`config.mk`:
```
export PLATFORM = sky130hd
export DESIGN_NAME = ifd_decoder
export DESIGN_NICKNAME = d
export VERILOG_FILES = /design/src/ifd_pkg.sv /design/src/ifd_dec_if.sv /design/src/ifd_field_decode.sv /design/src/ifd_decoder.sv
export SDC_FILE = /design/constraint.sdc
export NUM_CORES = 1
export LEC_CHECK = 0
export BUFFER_PORTS_ARGS = -buffer_cell sky130_fd_sc_hd__buf_2
export CORE_MARGIN = 2
export CORE_UTILIZATION = 44
export DETAILED_ROUTE_END_ITERATION = 7
export GPL_ROUTABILITY_DRIVEN = 0
export PLACE_DENSITY_LB_ADDON = 0.15
export SLEW_MARGIN = 10
export SYNTH_ARGS = -nofsm -noshare
export SYNTH_HDL_FRONTEND = slang
export SYNTH_HIERARCHICAL = 1
export SYNTH_SLANG_ARGS = --single-unit
```
`constraint.sdc`:
```
create_clock -name ref_clk_i -period 4.2 [get_ports ref_clk_i]
set_input_delay 0.21 -clock ref_clk_i [delete_from_list [all_inputs] [get_ports ref_clk_i]]
set_output_delay 0.21 -clock ref_clk_i [all_outputs]
set_load 0.02 [all_outputs]
```
`src/ifd_pkg.sv`:
```
package ifd_pkg;

  localparam int WORD_W = 16;
  localparam int UA_W   = 11;

  // field positions use the word's own numbering: bit 0 is the leftmost
  localparam int F_LEAD_A = 0;
  localparam int F_LEAD_B = 3;
  localparam int F_SUB2_A = 4;
  localparam int F_SUB2_B = 7;
  localparam int F_SUB1_A = 5;
  localparam int F_SUB1_B = 9;
  localparam int F_MINI_A = 8;
  localparam int F_MINI_B = 11;
  localparam int F_XBIT   = 4;
  localparam int F_CNT_A  = 10;
  localparam int F_CNT_B  = 15;
  localparam int F_DIR    = 10;
  localparam int F_DISP_A = 11;
  localparam int F_DISP_B = 15;
  localparam int F_MOVE_A = 8;
  localparam int F_MOVE_B = 10;
  localparam int F_BASE   = 11;
  localparam int F_SPD_A  = 14;
  localparam int F_SPD_B  = 15;
  localparam int F_SPEC_X = 15;
  localparam int F_IMM_A  = 8;
  localparam int F_IMM_B  = 15;
  localparam int F_SOPA_A = 4;
  localparam int F_SOPA_B = 9;
  localparam int F_SOPB_A = 10;
  localparam int F_SOPB_B = 15;

  localparam logic [3:0] LEAD_STACK = 4'h0;
  localparam logic [3:0] LEAD_SUB1  = 4'h1;
  localparam logic [3:0] LEAD_SUB2  = 4'h2;
  localparam logic [3:0] LEAD_SUB3  = 4'h3;
  localparam logic [3:0] SUB_MINI   = 4'h0;
  localparam logic [15:0] MOVE_MINI_MAP = 16'h00FF;

  localparam logic [UA_W-1:0] UPC_RESET   = 11'h000;
  localparam logic [UA_W-1:0] MINI_OFFSET = 11'h010;
  localparam logic [UA_W-1:0] LUT_BASE [16] = '{
    11'h000, 11'h040, 11'h060, 11'h080, 11'h0A0, 11'h0A1, 11'h0A2, 11'h0A3,
    11'h0A4, 11'h0A5, 11'h0A6, 11'h0A7, 11'h0A8, 11'h0A9, 11'h0AA, 11'h0AB};

  function automatic int dbit(input int n);
    return WORD_W - 1 - n;
  endfunction

  typedef enum logic [2:0] {
    GRP_STACK, GRP_SUB1, GRP_SUB2, GRP_SUB3, GRP_DIRECT
  } ifd_grp_t;

  typedef struct packed {
    ifd_grp_t        grp;
    logic [3:0]      lead;
    logic [4:0]      sub;
    logic            mini_en;
    logic [3:0]      mini;
    logic            xbit;
    logic [5:0]      cnt;
    logic            disp_neg;
    logic [4:0]      disp;
    logic            move_sel;
    logic [2:0]      move_code;
    logic            base_data;
    logic [1:0]      sp_dec;
    logic [4:0]      special;
    logic [3:0]      imm_op;
    logic [7:0]      imm;
    logic [5:0]      sop_a;
    logic [5:0]      sop_b;
    logic [UA_W-1:0] addr_a;
    logic [UA_W-1:0] addr_b;
  } ifd_fields_t;

endpackage

```
`src/ifd_dec_if.sv`:
```
`timescale 1ns/1ps
interface ifd_dec_if;
  logic [15:0]         word;
  ifd_pkg::ifd_fields_t f;

  modport producer (input word, output f);
  modport consumer (output word, input f);
endinterface

```
`src/ifd_field_decode.sv`:
```
`timescale 1ns/1ps
module ifd_field_decode (
  ifd_dec_if.producer dec
);

  logic [15:0]                w;
  logic [ifd_pkg::UA_W-1:0]   base;
  ifd_pkg::ifd_fields_t       f;

  assign w = dec.word;

  always_comb begin
    f = '0;
    f.lead = w[ifd_pkg::dbit(ifd_pkg::F_LEAD_A):
               ifd_pkg::dbit(ifd_pkg::F_LEAD_B)];
    base   = ifd_pkg::LUT_BASE[f.lead];
    f.mini = w[ifd_pkg::dbit(ifd_pkg::F_MINI_A):
               ifd_pkg::dbit(ifd_pkg::F_MINI_B)];
    f.xbit = w[ifd_pkg::dbit(ifd_pkg::F_XBIT)];
    f.cnt  = w[ifd_pkg::dbit(ifd_pkg::F_CNT_A):
               ifd_pkg::dbit(ifd_pkg::F_CNT_B)];
    f.disp_neg = w[ifd_pkg::dbit(ifd_pkg::F_DIR)];
    f.disp = w[ifd_pkg::dbit(ifd_pkg::F_DISP_A):
               ifd_pkg::dbit(ifd_pkg::F_DISP_B)];
    f.move_code =
      w[ifd_pkg::dbit(ifd_pkg::F_MOVE_A):ifd_pkg::dbit(ifd_pkg::F_MOVE_B)];
    f.base_data = w[ifd_pkg::dbit(ifd_pkg::F_BASE)];
    f.sp_dec = w[ifd_pkg::dbit(ifd_pkg::F_SPD_A):
                 ifd_pkg::dbit(ifd_pkg::F_SPD_B)];
    f.special = {f.mini, w[ifd_pkg::dbit(ifd_pkg::F_SPEC_X)]};
    f.imm_op = w[ifd_pkg::dbit(ifd_pkg::F_SUB2_A):
                 ifd_pkg::dbit(ifd_pkg::F_SUB2_B)];
    f.imm  = w[ifd_pkg::dbit(ifd_pkg::F_IMM_A):
               ifd_pkg::dbit(ifd_pkg::F_IMM_B)];
    f.sop_a = w[ifd_pkg::dbit(ifd_pkg::F_SOPA_A):
                ifd_pkg::dbit(ifd_pkg::F_SOPA_B)];
    f.sop_b = w[ifd_pkg::dbit(ifd_pkg::F_SOPB_A):
                ifd_pkg::dbit(ifd_pkg::F_SOPB_B)];
    f.addr_a = base;
    f.addr_b = base;
    unique case (f.lead)
      ifd_pkg::LEAD_STACK: begin
        f.grp    = ifd_pkg::GRP_STACK;
        f.addr_a = base + ifd_pkg::UA_W'(f.sop_a);
        f.addr_b = base + ifd_pkg::UA_W'(f.sop_b);
      end
      ifd_pkg::LEAD_SUB1: begin
        f.grp    = ifd_pkg::GRP_SUB1;
        f.sub    = w[ifd_pkg::dbit(ifd_pkg::F_SUB1_A):
                     ifd_pkg::dbit(ifd_pkg::F_SUB1_B)];
        f.addr_a = base + ifd_pkg::UA_W'(f.sub);
      end
      ifd_pkg::LEAD_SUB2, ifd_pkg::LEAD_SUB3: begin
        f.grp     = (f.lead == ifd_pkg::LEAD_SUB2) ? ifd_pkg::GRP_SUB2
                                                   : ifd_pkg::GRP_SUB3;
        f.sub     = {1'b0, f.imm_op};
        f.mini_en = (f.imm_op == ifd_pkg::SUB_MINI);
        f.move_sel = f.mini_en && (f.lead == ifd_pkg::LEAD_SUB2) &&
                     ifd_pkg::MOVE_MINI_MAP[f.mini];
        f.addr_a  = f.mini_en
                  ? base + ifd_pkg::MINI_OFFSET + ifd_pkg::UA_W'(f.mini)
                  : base + ifd_pkg::UA_W'(f.imm_op);
      end
      default: f.grp = ifd_pkg::GRP_DIRECT;
    endcase
  end

  assign dec.f = f;

endmodule // ifd_field_decode

```
`src/ifd_decoder.sv`:
```
`timescale 1ns/1ps
// Operation
// - every instruction gets its own start address from table and logic.
// - microprogram address register takes the start, then increments.
// - leading four bits decode first: one direct instruction or a group.
// - sub-opcode from bits 4-7 (groups 2,3), 5-9 (group 1), rest (stack).
// - some sub-opcodes enable a mini or special opcode in bits 8-11.
// - leading zero nibble is a stack word with two six-bit stack codes.
// - left stack op runs first; interrupt may be taken between the two.
// - leading 0001 selects group 1: shift, branch, bit test by bits 5-9.
// - shift count is the low six bits, plus index register if bit 4 set.
// - group 1 branch bit 4 marks indirect when one, direct when zero.
// - branch displacement is five bits from P; bit 10 gives sign.
// - bit test position is the low six bits, indexed when bit 4 set.
// - leading 0010 is group 2; sub-opcode 0000 moves coded in bits 8-10.
// - bit 11 selects program base (0) or data base (1) source.
// - move bits 12,13 ignored; two low bits give stack pointer decrement.
// - specials under group 2 sub 0000 use bits 8-11 and 15.
// - immediates in groups 2 and 3: bits 4-7 operation, low byte operand.
// - fetched word waits in next register until current one finishes.
module ifd_decoder (
  input  wire logic                     ref_clk_i,
  input  wire logic                     rst_i,
  input  wire logic                     fetch_valid_i,
  input  wire logic [15:0]              fetch_word_i,
  output logic                          fetch_ready_o,
  input  wire logic                     exec_done_i,
  input  wire logic                     upc_step_i,
  input  wire logic                     irq_pending_i,
  input  wire logic                     irq_done_i,
  output logic                          irq_window_o,
  output logic [15:0]                   cur_instr_o,
  output logic                          cur_valid_o,
  output logic                          start_load_o,
  output logic [ifd_pkg::UA_W-1:0]      upc_o,
  output logic                          stack_phase_b_o,
  output logic [5:0]                    active_stack_op_o,
  output ifd_pkg::ifd_grp_t             group_o,
  output logic [3:0]                    lead_o,
  output logic [4:0]                    sub_opcode_o,
  output logic                          mini_en_o,
  output logic [3:0]                    mini_opcode_o,
  output logic                          index_o,
  output logic                          indirect_o,
  output logic [5:0]                    count_o,
  output logic                          disp_neg_o,
  output logic [4:0]                    disp_o,
  output logic                          move_sel_o,
  output logic [2:0]                    move_code_o,
  output logic                          base_data_o,
  output logic [1:0]                    sp_dec_o,
  output logic [4:0]                    special_o,
  output logic [3:0]                    imm_op_o,
  output logic [7:0]                    imm_operand_o
);

  typedef enum logic [1:0] {
    ST_EMPTY, ST_RUN_A, ST_IRQ, ST_RUN_B
  } ifd_state_t;

  ifd_state_t                  state_q;
  ifd_state_t                  state_d;
  logic [15:0]                 next_instruction_holding_register_q;
  logic                        next_full_q;
  logic [15:0]                 current_instruction_holding_register_q;
  logic [ifd_pkg::UA_W-1:0]    microprogram_address_register_q;
  logic [ifd_pkg::UA_W-1:0]    addr_b_q;
  ifd_pkg::ifd_fields_t        dec_q;
  logic                        start_load_q;
  logic [5:0]                  active_op_q;
  logic                        accept;
  logic                        finish;
  logic                        half_done;
  logic                        take_cur;
  logic                        go_b;
  logic                        running;

  ifd_dec_if dec_bus ();

  ifd_field_decode u_fields (
    .dec (dec_bus.producer)
  );

  // decoding the waiting word lets the current fields load as flops
  assign dec_bus.word = next_instruction_holding_register_q;

  assign running   = (state_q == ST_RUN_A) || (state_q == ST_RUN_B);
  assign half_done = (state_q == ST_RUN_A) && exec_done_i &&
                     (dec_q.grp == ifd_pkg::GRP_STACK);
  assign finish    = exec_done_i && ((state_q == ST_RUN_B) ||
                     ((state_q == ST_RUN_A) &&
                      (dec_q.grp != ifd_pkg::GRP_STACK)));
  // the next word moves up only once the present one is done
  assign take_cur  = next_full_q &&
                     ((state_q == ST_EMPTY) || finish);
  assign go_b      = (half_done && !irq_pending_i) ||
                     ((state_q == ST_IRQ) && irq_done_i);
  assign accept    = fetch_valid_i && !next_full_q;

  assign fetch_ready_o = !next_full_q;

  always_comb begin
    state_d = state_q;
    unique case (state_q)
      ST_EMPTY: if (take_cur) state_d = ST_RUN_A;
      ST_RUN_A: begin
        if (half_done) begin
          state_d = irq_pending_i ? ST_IRQ : ST_RUN_B;
        end else if (finish) begin
          state_d = take_cur ? ST_RUN_A : ST_EMPTY;
        end
      end
      ST_IRQ: if (irq_done_i) state_d = ST_RUN_B;
      ST_RUN_B: begin
        if (finish) begin
          state_d = take_cur ? ST_RUN_A : ST_EMPTY;
        end
      end
    endcase
  end

  always_ff @(posedge ref_clk_i or posedge rst_i) begin
    if (rst_i) begin
      state_q <= ST_EMPTY;
    end else begin
      state_q <= state_d;
    end
  end

  always_ff @(posedge ref_clk_i or posedge rst_i) begin
    if (rst_i) begin
      next_instruction_holding_register_q <= 16'h0000;
      next_full_q                         <= 1'b0;
    end else begin
      if (accept) begin
        next_instruction_holding_register_q <= fetch_word_i;
      end
      if (accept) begin
        next_full_q <= 1'b1;
      end else if (take_cur) begin
        next_full_q <= 1'b0;
      end
    end
  end

  always_ff @(posedge ref_clk_i or posedge rst_i) begin
    if (rst_i) begin
      current_instruction_holding_register_q <= 16'h0000;
      dec_q                                  <= '0;
      addr_b_q                               <= ifd_pkg::UPC_RESET;
    end else if (take_cur) begin
      current_instruction_holding_register_q <=
        next_instruction_holding_register_q;
      dec_q    <= dec_bus.f;
      addr_b_q <= dec_bus.f.addr_b;
    end
  end

  // one register for both halves; a stack word reloads it for the right op
  always_ff @(posedge ref_clk_i or posedge rst_i) begin
    if (rst_i) begin
      microprogram_address_register_q <= ifd_pkg::UPC_RESET;
      start_load_q                    <= 1'b0;
      active_op_q                     <= 6'h00;
    end else begin
      start_load_q <= take_cur || go_b;
      if (take_cur) begin
        microprogram_address_register_q <= dec_bus.f.addr_a;
        active_op_q <= dec_bus.f.sop_a;
      end else if (go_b) begin
        microprogram_address_register_q <= addr_b_q;
        active_op_q <= dec_q.sop_b;
      end else if (running && upc_step_i) begin
        microprogram_address_register_q <=
          microprogram_address_register_q + 11'h001;
      end
    end
  end

  assign irq_window_o      = (state_q == ST_IRQ);
  assign stack_phase_b_o   = (state_q == ST_RUN_B);
  assign cur_valid_o       = running || (state_q == ST_IRQ);
  assign cur_instr_o       = current_instruction_holding_register_q;
  assign start_load_o      = start_load_q;
  assign upc_o             = microprogram_address_register_q;
  assign active_stack_op_o = active_op_q;
  assign group_o           = dec_q.grp;
  assign lead_o            = dec_q.lead;
  assign sub_opcode_o      = dec_q.sub;
  assign mini_en_o         = dec_q.mini_en;
  assign mini_opcode_o     = dec_q.mini;
  assign index_o           = dec_q.xbit;
  assign indirect_o        = dec_q.xbit &&
                             (dec_q.grp == ifd_pkg::GRP_SUB1);
  assign count_o           = dec_q.cnt;
  assign disp_neg_o        = dec_q.disp_neg;
  assign disp_o            = dec_q.disp;
  assign move_sel_o        = dec_q.move_sel;
  assign move_code_o       = dec_q.move_code;
  assign base_data_o       = dec_q.base_data;
  assign sp_dec_o          = dec_q.sp_dec;
  assign special_o         = dec_q.special;
  assign imm_op_o          = dec_q.imm_op;
  assign imm_operand_o     = dec_q.imm;
endmodule // ifd_decoder

```
* Word level (Yosys, flattened, before mapping)
Memory sizes are Yosys's and may differ from the RTL's.
Cells that the tools add are included.
** Storage, ports and cells
- Register bits :: 118
- ROM bits :: 192
- Bits of input ports :: 23
- Output and inout port bits :: 93
- Logic and storage cells :: 100
- Memories kept :: 2
** Operators by class
- $add $sub $neg :: 7
- $lt $le $gt $ge :: 2
- Eq/ne operators :: 9
- Multiplexer cells :: 25
- Bitwise logic cells :: 1
- Reductions and logical operators :: 30
** Memory list
- (no name shown) :: words 16, bits a word 11, read ports 1, clocked after Yosys merged registers in 0, wr ports 0, line ifd_field_decode.sv:16 : base = ifd_pkg::LUT_BASE[f.lead];
- (no name shown) :: words 16, bits a word 1, read ports 1, clocked after Yosys merged registers in 0, wr ports 0, line ifd_field_decode.sv:59 : ifd_pkg::MOVE_MINI_MAP[f.mini];
** Operators with widths (number)
- 11-bit two-way mux :: 7
- 11-bit case mux with 3 select lines :: 1
- 11-bit by 4-bit adder with 11-bit output :: 2
- 11-bit by 6-bit adder with 11-bit output :: 2
- 1-bit logical AND :: 12
- 6-bit two-way mux :: 2
- 11-bit by 1-bit adder with 11-bit output (second input constant) :: 1
- 11-bit by 5-bit adder with 11-bit output :: 1
- 11-bit by 5-bit adder with 11-bit output (second input constant) :: 1
- 5-bit case mux with 2 select lines :: 1
- 3-bit case mux with 3 select lines :: 1
- 4-bit by 2-bit == test with 1-bit output (second input constant) :: 2
- 4-bit logical NOT :: 2
- 1-bit two-way mux :: 8
- 2-bit two-way mux :: 4
- 2-bit case mux with 4 select lines :: 1
- 1-bit logical OR :: 6
- 3-bit nonzero test :: 2
- 5-bit greater-or-equal comparator (second input constant) :: 1
- 4-bit by 5-bit less-than comparator with 1-bit output (second input constant) :: 1
- 4-bit NOT with 5-bit output :: 1
- 2-bit == test (second input constant) :: 2
- 4-bit by 1-bit == test with 1-bit output (second input constant) :: 1
- 2-bit != test (second input constant) :: 2
- other kinds (8) :: 10

* Longest topological paths before layout
Gate-level depths: netlist of the first run.
- Depth after elaboration :: 10
- Mapped depth :: 14
- Depth with buffers taken out :: 14

* By module
The synthesis of the first run kept the hierarchy.
** Modules (own cells, without submodules)
- ifd_decoder :: times used 1, cells each 608, area an instance 5499.0 um^2, sequential area each 3103.0 um^2
- ifd_field_decode :: times used 1, cells each 231, area an instance 1737.9 um^2, sequential area each 0.0 um^2

* Worst setup path after synthesis of the first run
Ideal clock, no wire load.
- Kind :: register -> register
- Start point :: register next_instruction_holding_register_q[15] (netlist: dec_bus.word[15])
- End point :: register microprogram_address_register_q, in the netlist upc_o[7]
- Library setup time :: 0.133 ns
- Arrival time :: 2.683 ns
- Data required time :: 4.067 ns
- Path slack :: 1.385 ns
- Cell stages (with the launch flop) :: 15
- Path buffers :: 0
- Clock period less this slack :: 2.815 ns
- Cell sequence :: dfrtp_1 > nor2_4 > inv_2 > nand2_1 > inv_1 > ha_1 > a211oi_1 > nor3b_1 > o2111ai_1 > mux2i_1 > nand3_1 > nand2_1 > mux2_2 > a2bb2oi_1 > a32oi_1
** RTL lines
- start, declared :: line ifd_decoder.sv:63 : logic [15:0] next_instruction_holding_register_q;
- start signal, assigned :: line ifd_decoder.sv:136 : next_instruction_holding_register_q <= fetch_word_i;
- end signal, assigned :: line ifd_decoder.sv:162 : microprogram_address_register_q <= ifd_pkg::UPC_RESET;
- end signal, assigned :: line ifd_decoder.sv:168 : microprogram_address_register_q <= dec_bus.f.addr_a;
- end signal, assigned :: line ifd_decoder.sv:171 : microprogram_address_register_q <= addr_b_q;
- end, declared :: line ifd_decoder.sv:66 : logic [ifd_pkg::UA_W-1:0] microprogram_address_register_q;

==> results of run 1 <==
[critical path: stages, from the launching register on]
cell       delay [ns]
dfrtp_1          0.51
nor2_4           0.18
inv_2            0.10
nand2_1          0.32
inv_1            0.18
ha_1             0.31
a211oi_1         0.32
nor3b_1          0.12
o2111ai_1        0.24
mux2i_1          0.22
nand3_1          0.10
nand2_1          0.10
mux2_2           0.15
a2bb2oi_1        0.16
a32oi_1          0.07
[layout make-up]
class	count	area share, %
Clock buffer	21	6.20
Clock inverter	11	1.13
Inverter	20	1.00
Multi-Input combinational cell	553	39.7
Sequential cell	124	40.1
Tap cell	216	3.49
Timing Repair Buffer	122	8.46
[metrics by stage]
| step | std cells | utilization (%) | instance area (µm²) |
|---|---|---|---|
| floorplan | 842 | - | 7250 |
| global placement | 1034 | 44.8 | 7170 |
| detailed placement | 1034 | 44.8 | 7170 |
| CTS | 1067 | 48.4 | 7750 |
| global route | 1067 | 48.4 | 7750 |
| finish | 1067 | 48.4 | 7750 |
[metal layers]
metal,vias to the layer above,wire length [µm]
met3,21,863
met5,-,0
li1,2634,-
met1,2626,8190
met4,0,265
met2,157,7900
[cell families (layout without fill, tap and decap cells)]
| logic type | after synthesis | after routing | share of synthesized area (%) |
|---|---|---|---|
| other | 1 | 4 | 0.0518 |
| AOI/OAI and AO/OA | 98 | 98 | 9.46 |
| and+or+nand+nor | 385 | 385 | 22.1 |
| DFF | 124 | 124 | 42.9 |
| xor gates and xnor gates | 15 | 15 | 1.82 |
| muxes | 24 | 24 | 3.63 |
| adders and majority gates | 27 | 27 | 5.08 |
| buffers and inverters | 165 | 174 | 15.0 |
[cell usage after synthesis, types with 5 or more instances]
cell type	n
mux2_2	18
mux2i_1	6
o21ai_0	26
nor3_1	14
clkbuf_1	15
a21oi_1	6
a22oi_1	5
inv_1	19
a21o_1	5
xnor2_1	11
o21a_1	6
nor2_1	25
nand2_1	300
a31oi_1	9
a211oi_1	5
nand3_1	7
dfrtp_1	124
ha_1	23
buf_4	111
nor2b_1	8
buf_2	11
[registers in the layout (all words and copies together), names as in the netlist, 6 cells and up]
register           flops
imm_operand_o          8
upc_o                 11
count_o                6
dec_q                  6
addr_b_q              11
dec_bus.word          16
cur_instr_o           16
active_stack_op_o      6
[worst max-delay path by stage]
stage / to / slack [ns]
2_1_floorplan: active_stack_op_o[0] / 0.69
4_1_cts: upc_o[7] / 1.0
3_3_place_gp: upc_o[7] / 1.12
3_5_place_dp: upc_o[7] / 1.02
6_report: upc_o[7] / 0.95
5_1_grt: upc_o[7] / 0.72
[power by group through the flow]
stage / Combinational [µW] / Sequential, µW / Clock, µW
after global placement: 3810 / 2400 / 0
after CTS: 3890 / 2410 / 1400
final: 3870 / 2410 / 1370
after global routing: 4310 / 2490 / 1470
after detailed placement: 3870 / 2430 / 0
after floorplan: 3400 / 2370 / 0
==> results_dict.tcl, run 1 <==
set metrics [dict create \
    status "complete, no violations" \
    num-fill-cells 1599 \
    fp.dieW_um 132 \
    ys.flop_type "dfrtp_1" \
    combPwrFrac_pct 50.6 \
    rows 46 \
    power_leakage_uw 0.00399 \
    fin_crit_sh_pct 77.3 \
    clockBufferDepth 2 \
    hold_viol_final 0 \
    drv_cap 0 \
    worstPathRequired_ns 4.45 \
    holdWs_ns 0.0135 \
    total_power_uw 7650 \
    hold_depth 2 \
    io_buffers 115 \
    dieArea_mm2 0.0175 \
    yosysUniqueCellTypes 65 \
    dp_hpwl_um 11800 \
    die-height_um 132 \
    routedWlPerCell_um 16.1 \
    fmax_ghz 0.308 \
    via_count 5438 \
    worstMarginPinSlew_ns 0.987 \
    dr.pass1.iters 7 \
    ys.warnings.count 6 \
    ir_drop_v 0.000405 \
    arrival_ns 3.50 \
    clk_pin_slew_ns 0.06 \
    netlist_area_mm2 0.00724 \
    cts_made_buffers 17 \
    diodes 0 \
    met3_usage_pct 5.31 \
    timing.rr.end "upc_o[7]" \
    relSlewSlack_pct 34.2 \
    ctsHtreeMaxLevel 4 \
    final_common_cell "nand2_1" \
    grt.met2_usage_pct 30.9 \
    grt_max_degree 101 \
    r2r_slack_ns 0.95 \
    setup_violations 0 \
    clock_power_share_pct 18.0 \
    dp_slack_ns 1.02 \
    p_per_area_mw_per_mm2 988 \
    vias_per_cell 5.10 \
    clock_latency_ns 0.43 \
    cts_num_sinks 124 \
    synth_top_area_share_pct 42.9 \
    antenna_found_initial 0 \
    nNetsFinal 888 \
    drive_above_1_share_pct 21.7 \
    holdPathEnd "dec_bus.word[7]" \
    min_from "fetch_word_i[7]" \
    grt_pass1_wl_um 28100 \
    path_max_fanout 10 \
    reg2reg_depth 14 \
    register_area_mm2 0.00310 \
    layout_common_cells "nand2_1 (300), dfrtp_1 (124), buf_2 (115)" \
    area_growth_pct 7.05 \
    synth_area_per_cell_um2 8.63 \
    p_seq_share_pct 31.4 \
    core-area_mm2 0.0160 \
    wl_um 17200 \
    yosys-top-cells-area "dfrtp_1 (43%), nand2_1 (16%), buf_4 (12%)" \
    reg2reg_from "dec_bus.word[15]" \
    postRouteAntennaNets 0 \
    end_kind "flop" \
    root_buffer "clkbuf_16" \
    ios 116 \
    cp-startpoint "dec_bus.word[15]" \
    startpoint_type "flop" \
    min_path_type "in2reg" \
    intPower_uw 4020 \
    multiInputGateArea_mm2 0.00307 \
    start_util_pct 45.2 \
    rsz0062_at_grt "no" \
    route.detailed.drc 0 \
    cts_tree "yes" \
    yosys_register_bits 124 \
    async_reset_ff_share_pct 100 \
    ys_seq_area_share_pct 42.9 \
    p_switching_uw 3630 \
    switching_share_pct 47.4 \
    cts_resized 0 \
    slew_viol_final 0 \
    min_period_ns 3.25 \
    grt_overflow 0 \
    hold_buffers 1 \
    synth_edf_count 0 \
    synthCells 839 \
    critical_path_class "reg2reg" \
    yosys.area.top_type "dfrtp_1" \
    cts_setup_buffers 0 \
    grtUsageTotal_pct 20.3 \
    tns_ns 0 \
    finClkSkew_ns 0.0124 \
    grt_pass1_vias 5263 \
    met1_usage_pct 28.1 \
    busiest_layer "met2" \
    fin_ws_ns 0.955 \
    drt-initial-drc-count 342 \
]
Power figures use the tool's default switching activity.
==> run 2, diff against run 1 <==
ABC_AREA = 1   (was default)
clock period = 2.8 ns   (was 4.2 ns; I/O delays follow)
==> run 2 against run 1 <==
  * Global-route usage rose by 0.89 points
  * Combinational power increased by 60%
  * Sequential cell count is the same
  * Sequential share of layout area shrank 2.2 points
  * Die area grew 3.0%
  * Total power increased by 54%
  * Count of clock-buffer cells in the layout grew 1
  * First-iteration DRC count rose by 52%
  * Cell area rose by 5.9%
  * Maximum frequency grew 30%
  * Hold slack gained 0.0084 ns
  * Critical path type unchanged
  * Critical endpoint is now upc_o[6]
  * Largest power group unchanged
==> results_dict.tcl, run 2 <==
set metrics [dict create \
    vias_per_cell 4.88 \
    ios 116 \
    crit_path_max_incr_delay_ns 0.40 \
    hold_viol_final 0 \
    critPathTopFamily "simple AND/OR/NAND/NOR gates" \
    fmax_ghz 0.400 \
    synth_area_per_cell_um2 7.77 \
    clk_pin_slew_ns 0.06 \
    worstMarginPinSlew_ns 0.979 \
    end_kind "flop" \
    slew_viol_final 0 \
    ctsHtreeMaxLevel 4 \
    p_per_area_mw_per_mm2 1430 \
    finClkSkew_ns 0.0102 \
    final_common_cell "nand2_1" \
    drive_above_1_share_pct 19.9 \
    grt_overflow 0 \
    crit_buf_inv 3 \
    drv_cap 0 \
    r2r_slack_ns 0.30 \
    path_max_fanout 5 \
    cts_num_sinks 124 \
    synth.most_common_cell "nand2_1" \
    area_growth_pct 10.0 \
    status "complete, no violations" \
    clock_latency_ns 0.42 \
    dp_slack_ns 0.263 \
    cp.depth 15 \
    wl_um 18400 \
    nNetsFinal 1043 \
    clockBufferDepth 2 \
    ys.flop_type "dfrtp_1" \
    reg2reg_depth 15 \
    rows 47 \
    grtUsageTotal_pct 21.2 \
    root_buffer "clkbuf_16" \
    layout_common_cells "nand2_1 (397), dfrtp_1 (124), buf_2 (115)" \
    min_path_type "in2reg" \
    relSlewSlack_pct 34.7 \
    ys.warnings.count 6 \
    diodes 0 \
    ys_seq_area_share_pct 41.6 \
    core-area_mm2 0.0166 \
    drt-initial-drc-count 521 \
    worstPathRequired_ns 3.15 \
    routedWlPerCell_um 15.0 \
    yosys.area.top_type "dfrtp_1" \
    tns_ns 0 \
    grt_pass1_vias 5632 \
    synth_top_area_share_pct 41.6 \
    via_count 5977 \
    cts_tree "yes" \
    yosysUniqueCellTypes 40 \
    setup_violations 0 \
    ir_drop_v 0.000624 \
    crit_path_cell_trace "nor2_4 -> nor2_2 -> ha_1 -> inv_1 -> fa_1 -> o21ai_0 -> buf_4 -> nand3_1 -> nand2_1 -> nand2_1 -> o21ai_2 -> nand2_1 -> nand2_1 -> inv_1 -> a21oi_1" \
    total_power_uw 11800 \
    dr.pass1.iters 5 \
    io_buffers 115 \
    async_reset_ff_share_pct 100 \
    die-height_um 134 \
    crit_path_frequent_cell "nand2_1" \
    antenna_found_initial 0 \
    power_leakage_uw 0.00454 \
    dieArea_mm2 0.0180 \
    fp.dieW_um 134 \
    synthCells 960 \
    postRouteAntennaNets 0 \
    yosys-top-cells-count "nand2_1 (397), dfrtp_1 (124), buf_4 (123), inv_1 (68), nor2_1 (42)" \
    dp.cells 1178 \
    synth_edf_count 0 \
    route.detailed.drc 0 \
    yosys-top-cells-area "dfrtp_1 (42%), nand2_1 (20%), buf_4 (12%)" \
    netlist_area_mm2 0.00746 \
    layoutNonFillerInstCount 1226 \
    startpoint_type "flop" \
    rsz0062_at_grt "no" \
    grt_max_degree 125 \
    grt_pass1_wl_um 29800 \
    cts_made_buffers 17 \
    min_period_ns 2.50 \
    critical_path_class "reg2reg" \
    arrival_ns 2.84 \
    fin_ws_ns 0.300 \
    dp_hpwl_um 12600 \
    fin_crit_sh_pct 89.3 \
    yosys_register_bits 124 \
    start_util_pct 45.0 \
    hold_depth 3 \
    crit_slowest_cell "fa_1" \
]
==> run 2: cell count changes in the layout (fill, tap and decap cells not counted), sizes merged, moves of 10 or more <==
cell         before  now
nand2           300  406
inv              21   76
nand3             7   42
a21oi             7   29
nor2             26   46
dlygate4sd3       1   16
nor3             14    2
mux2             18    8
==> run 2: worst reg2reg max path, cell delays in order (launching register included) <==
cell	delay (ns)
dfrtp_1	0.38
nor2_4	0.06
nor2_2	0.22
ha_1	0.26
inv_1	0.07
fa_1	0.40
o21ai_0	0.21
buf_4	0.17
nand3_1	0.09
nand2_1	0.08
nand2_1	0.06
o21ai_2	0.11
nand2_1	0.06
nand2_1	0.10
inv_1	0.04
a21oi_1	0.12
==> run 2: cell families after synthesis <==
family                     count (synthesis)  synth area share, %
and+or+nand+nor                          511                 28.5
buffers and inverters                    211                 17.4
DFF                                      124                 41.6
AOI/OAI and AO/OA                         69                 5.28
adders and majority gates                 27                 4.93
xor gates and xnor gates                   9                 1.06
muxes                                      8                 1.21
other                                      1               0.0503
==> run 2: final timing paths <==
kind / from / end
max in group asynchronous: rst_i / cur_instr_o[10]
min in group asynchronous: rst_i / move_code_o[0]
hold reg to reg: addr_b_q[7] / addr_b_q[7]
hold / removal: fetch_word_i[12] / dec_bus.word[12]
setup reg to reg: dec_bus.word[15] / upc_o[6]
setup / recovery: dec_bus.word[15] / upc_o[6]
==> run 2: timing repair <==
action                                 in CTS  in global routing
setup endpoints to repair                   0                  2
setup buffers                               0                  0
hold buffers                               16                  0
endpoints found under the hold margin     139                  0
gates resized for setup                     0                  2
==> run 2: per-layer routing <==
layer	vias to the layer above	share of wire [%]	GRT usage (%)
met5	-	0	0
met4	0	2.0	7.25
met3	33	5.5	4.50
met2	176	45	32.0
met1	2812	48	30.2
li1	2956	-	-
==> run 2: layout make-up <==
cell class | count | area [µm²]
fillers | 1685 | 8380
flip-flops and latches | 124 | 3100
multi-input cells | 628 | 3070
repair buffers | 145 | 866
clock buffers | 22 | 474
inverters | 77 | 298
well taps | 220 | 275
clock inverters | 10 | 115
==> run 2: power by group <==
part | leakage [µW] | internal, µW | switching [µW]
Sequential | 0.00152 | 2650 | 716
Combinational | 0.00274 | 2090 | 4110
Clock | 0.000282 | 1380 | 812
Total | 0.00454 | 6120 | 5630
==> run 2: stage by stage <==
| step | util [%] | area [µm²] | hold WS, ns |
|---|---|---|---|
| after floorplan | - | 7470 | 0.290 |
| after detailed placement | 44.9 | 7450 | 0.377 |
| after CTS | 49.5 | 8200 | 0.00724 |
| after global placement | 44.9 | 7450 | 0.377 |
| after global routing | 49.5 | 8200 | 0.0528 |
| final | 49.5 | 8200 | 0.0219 |
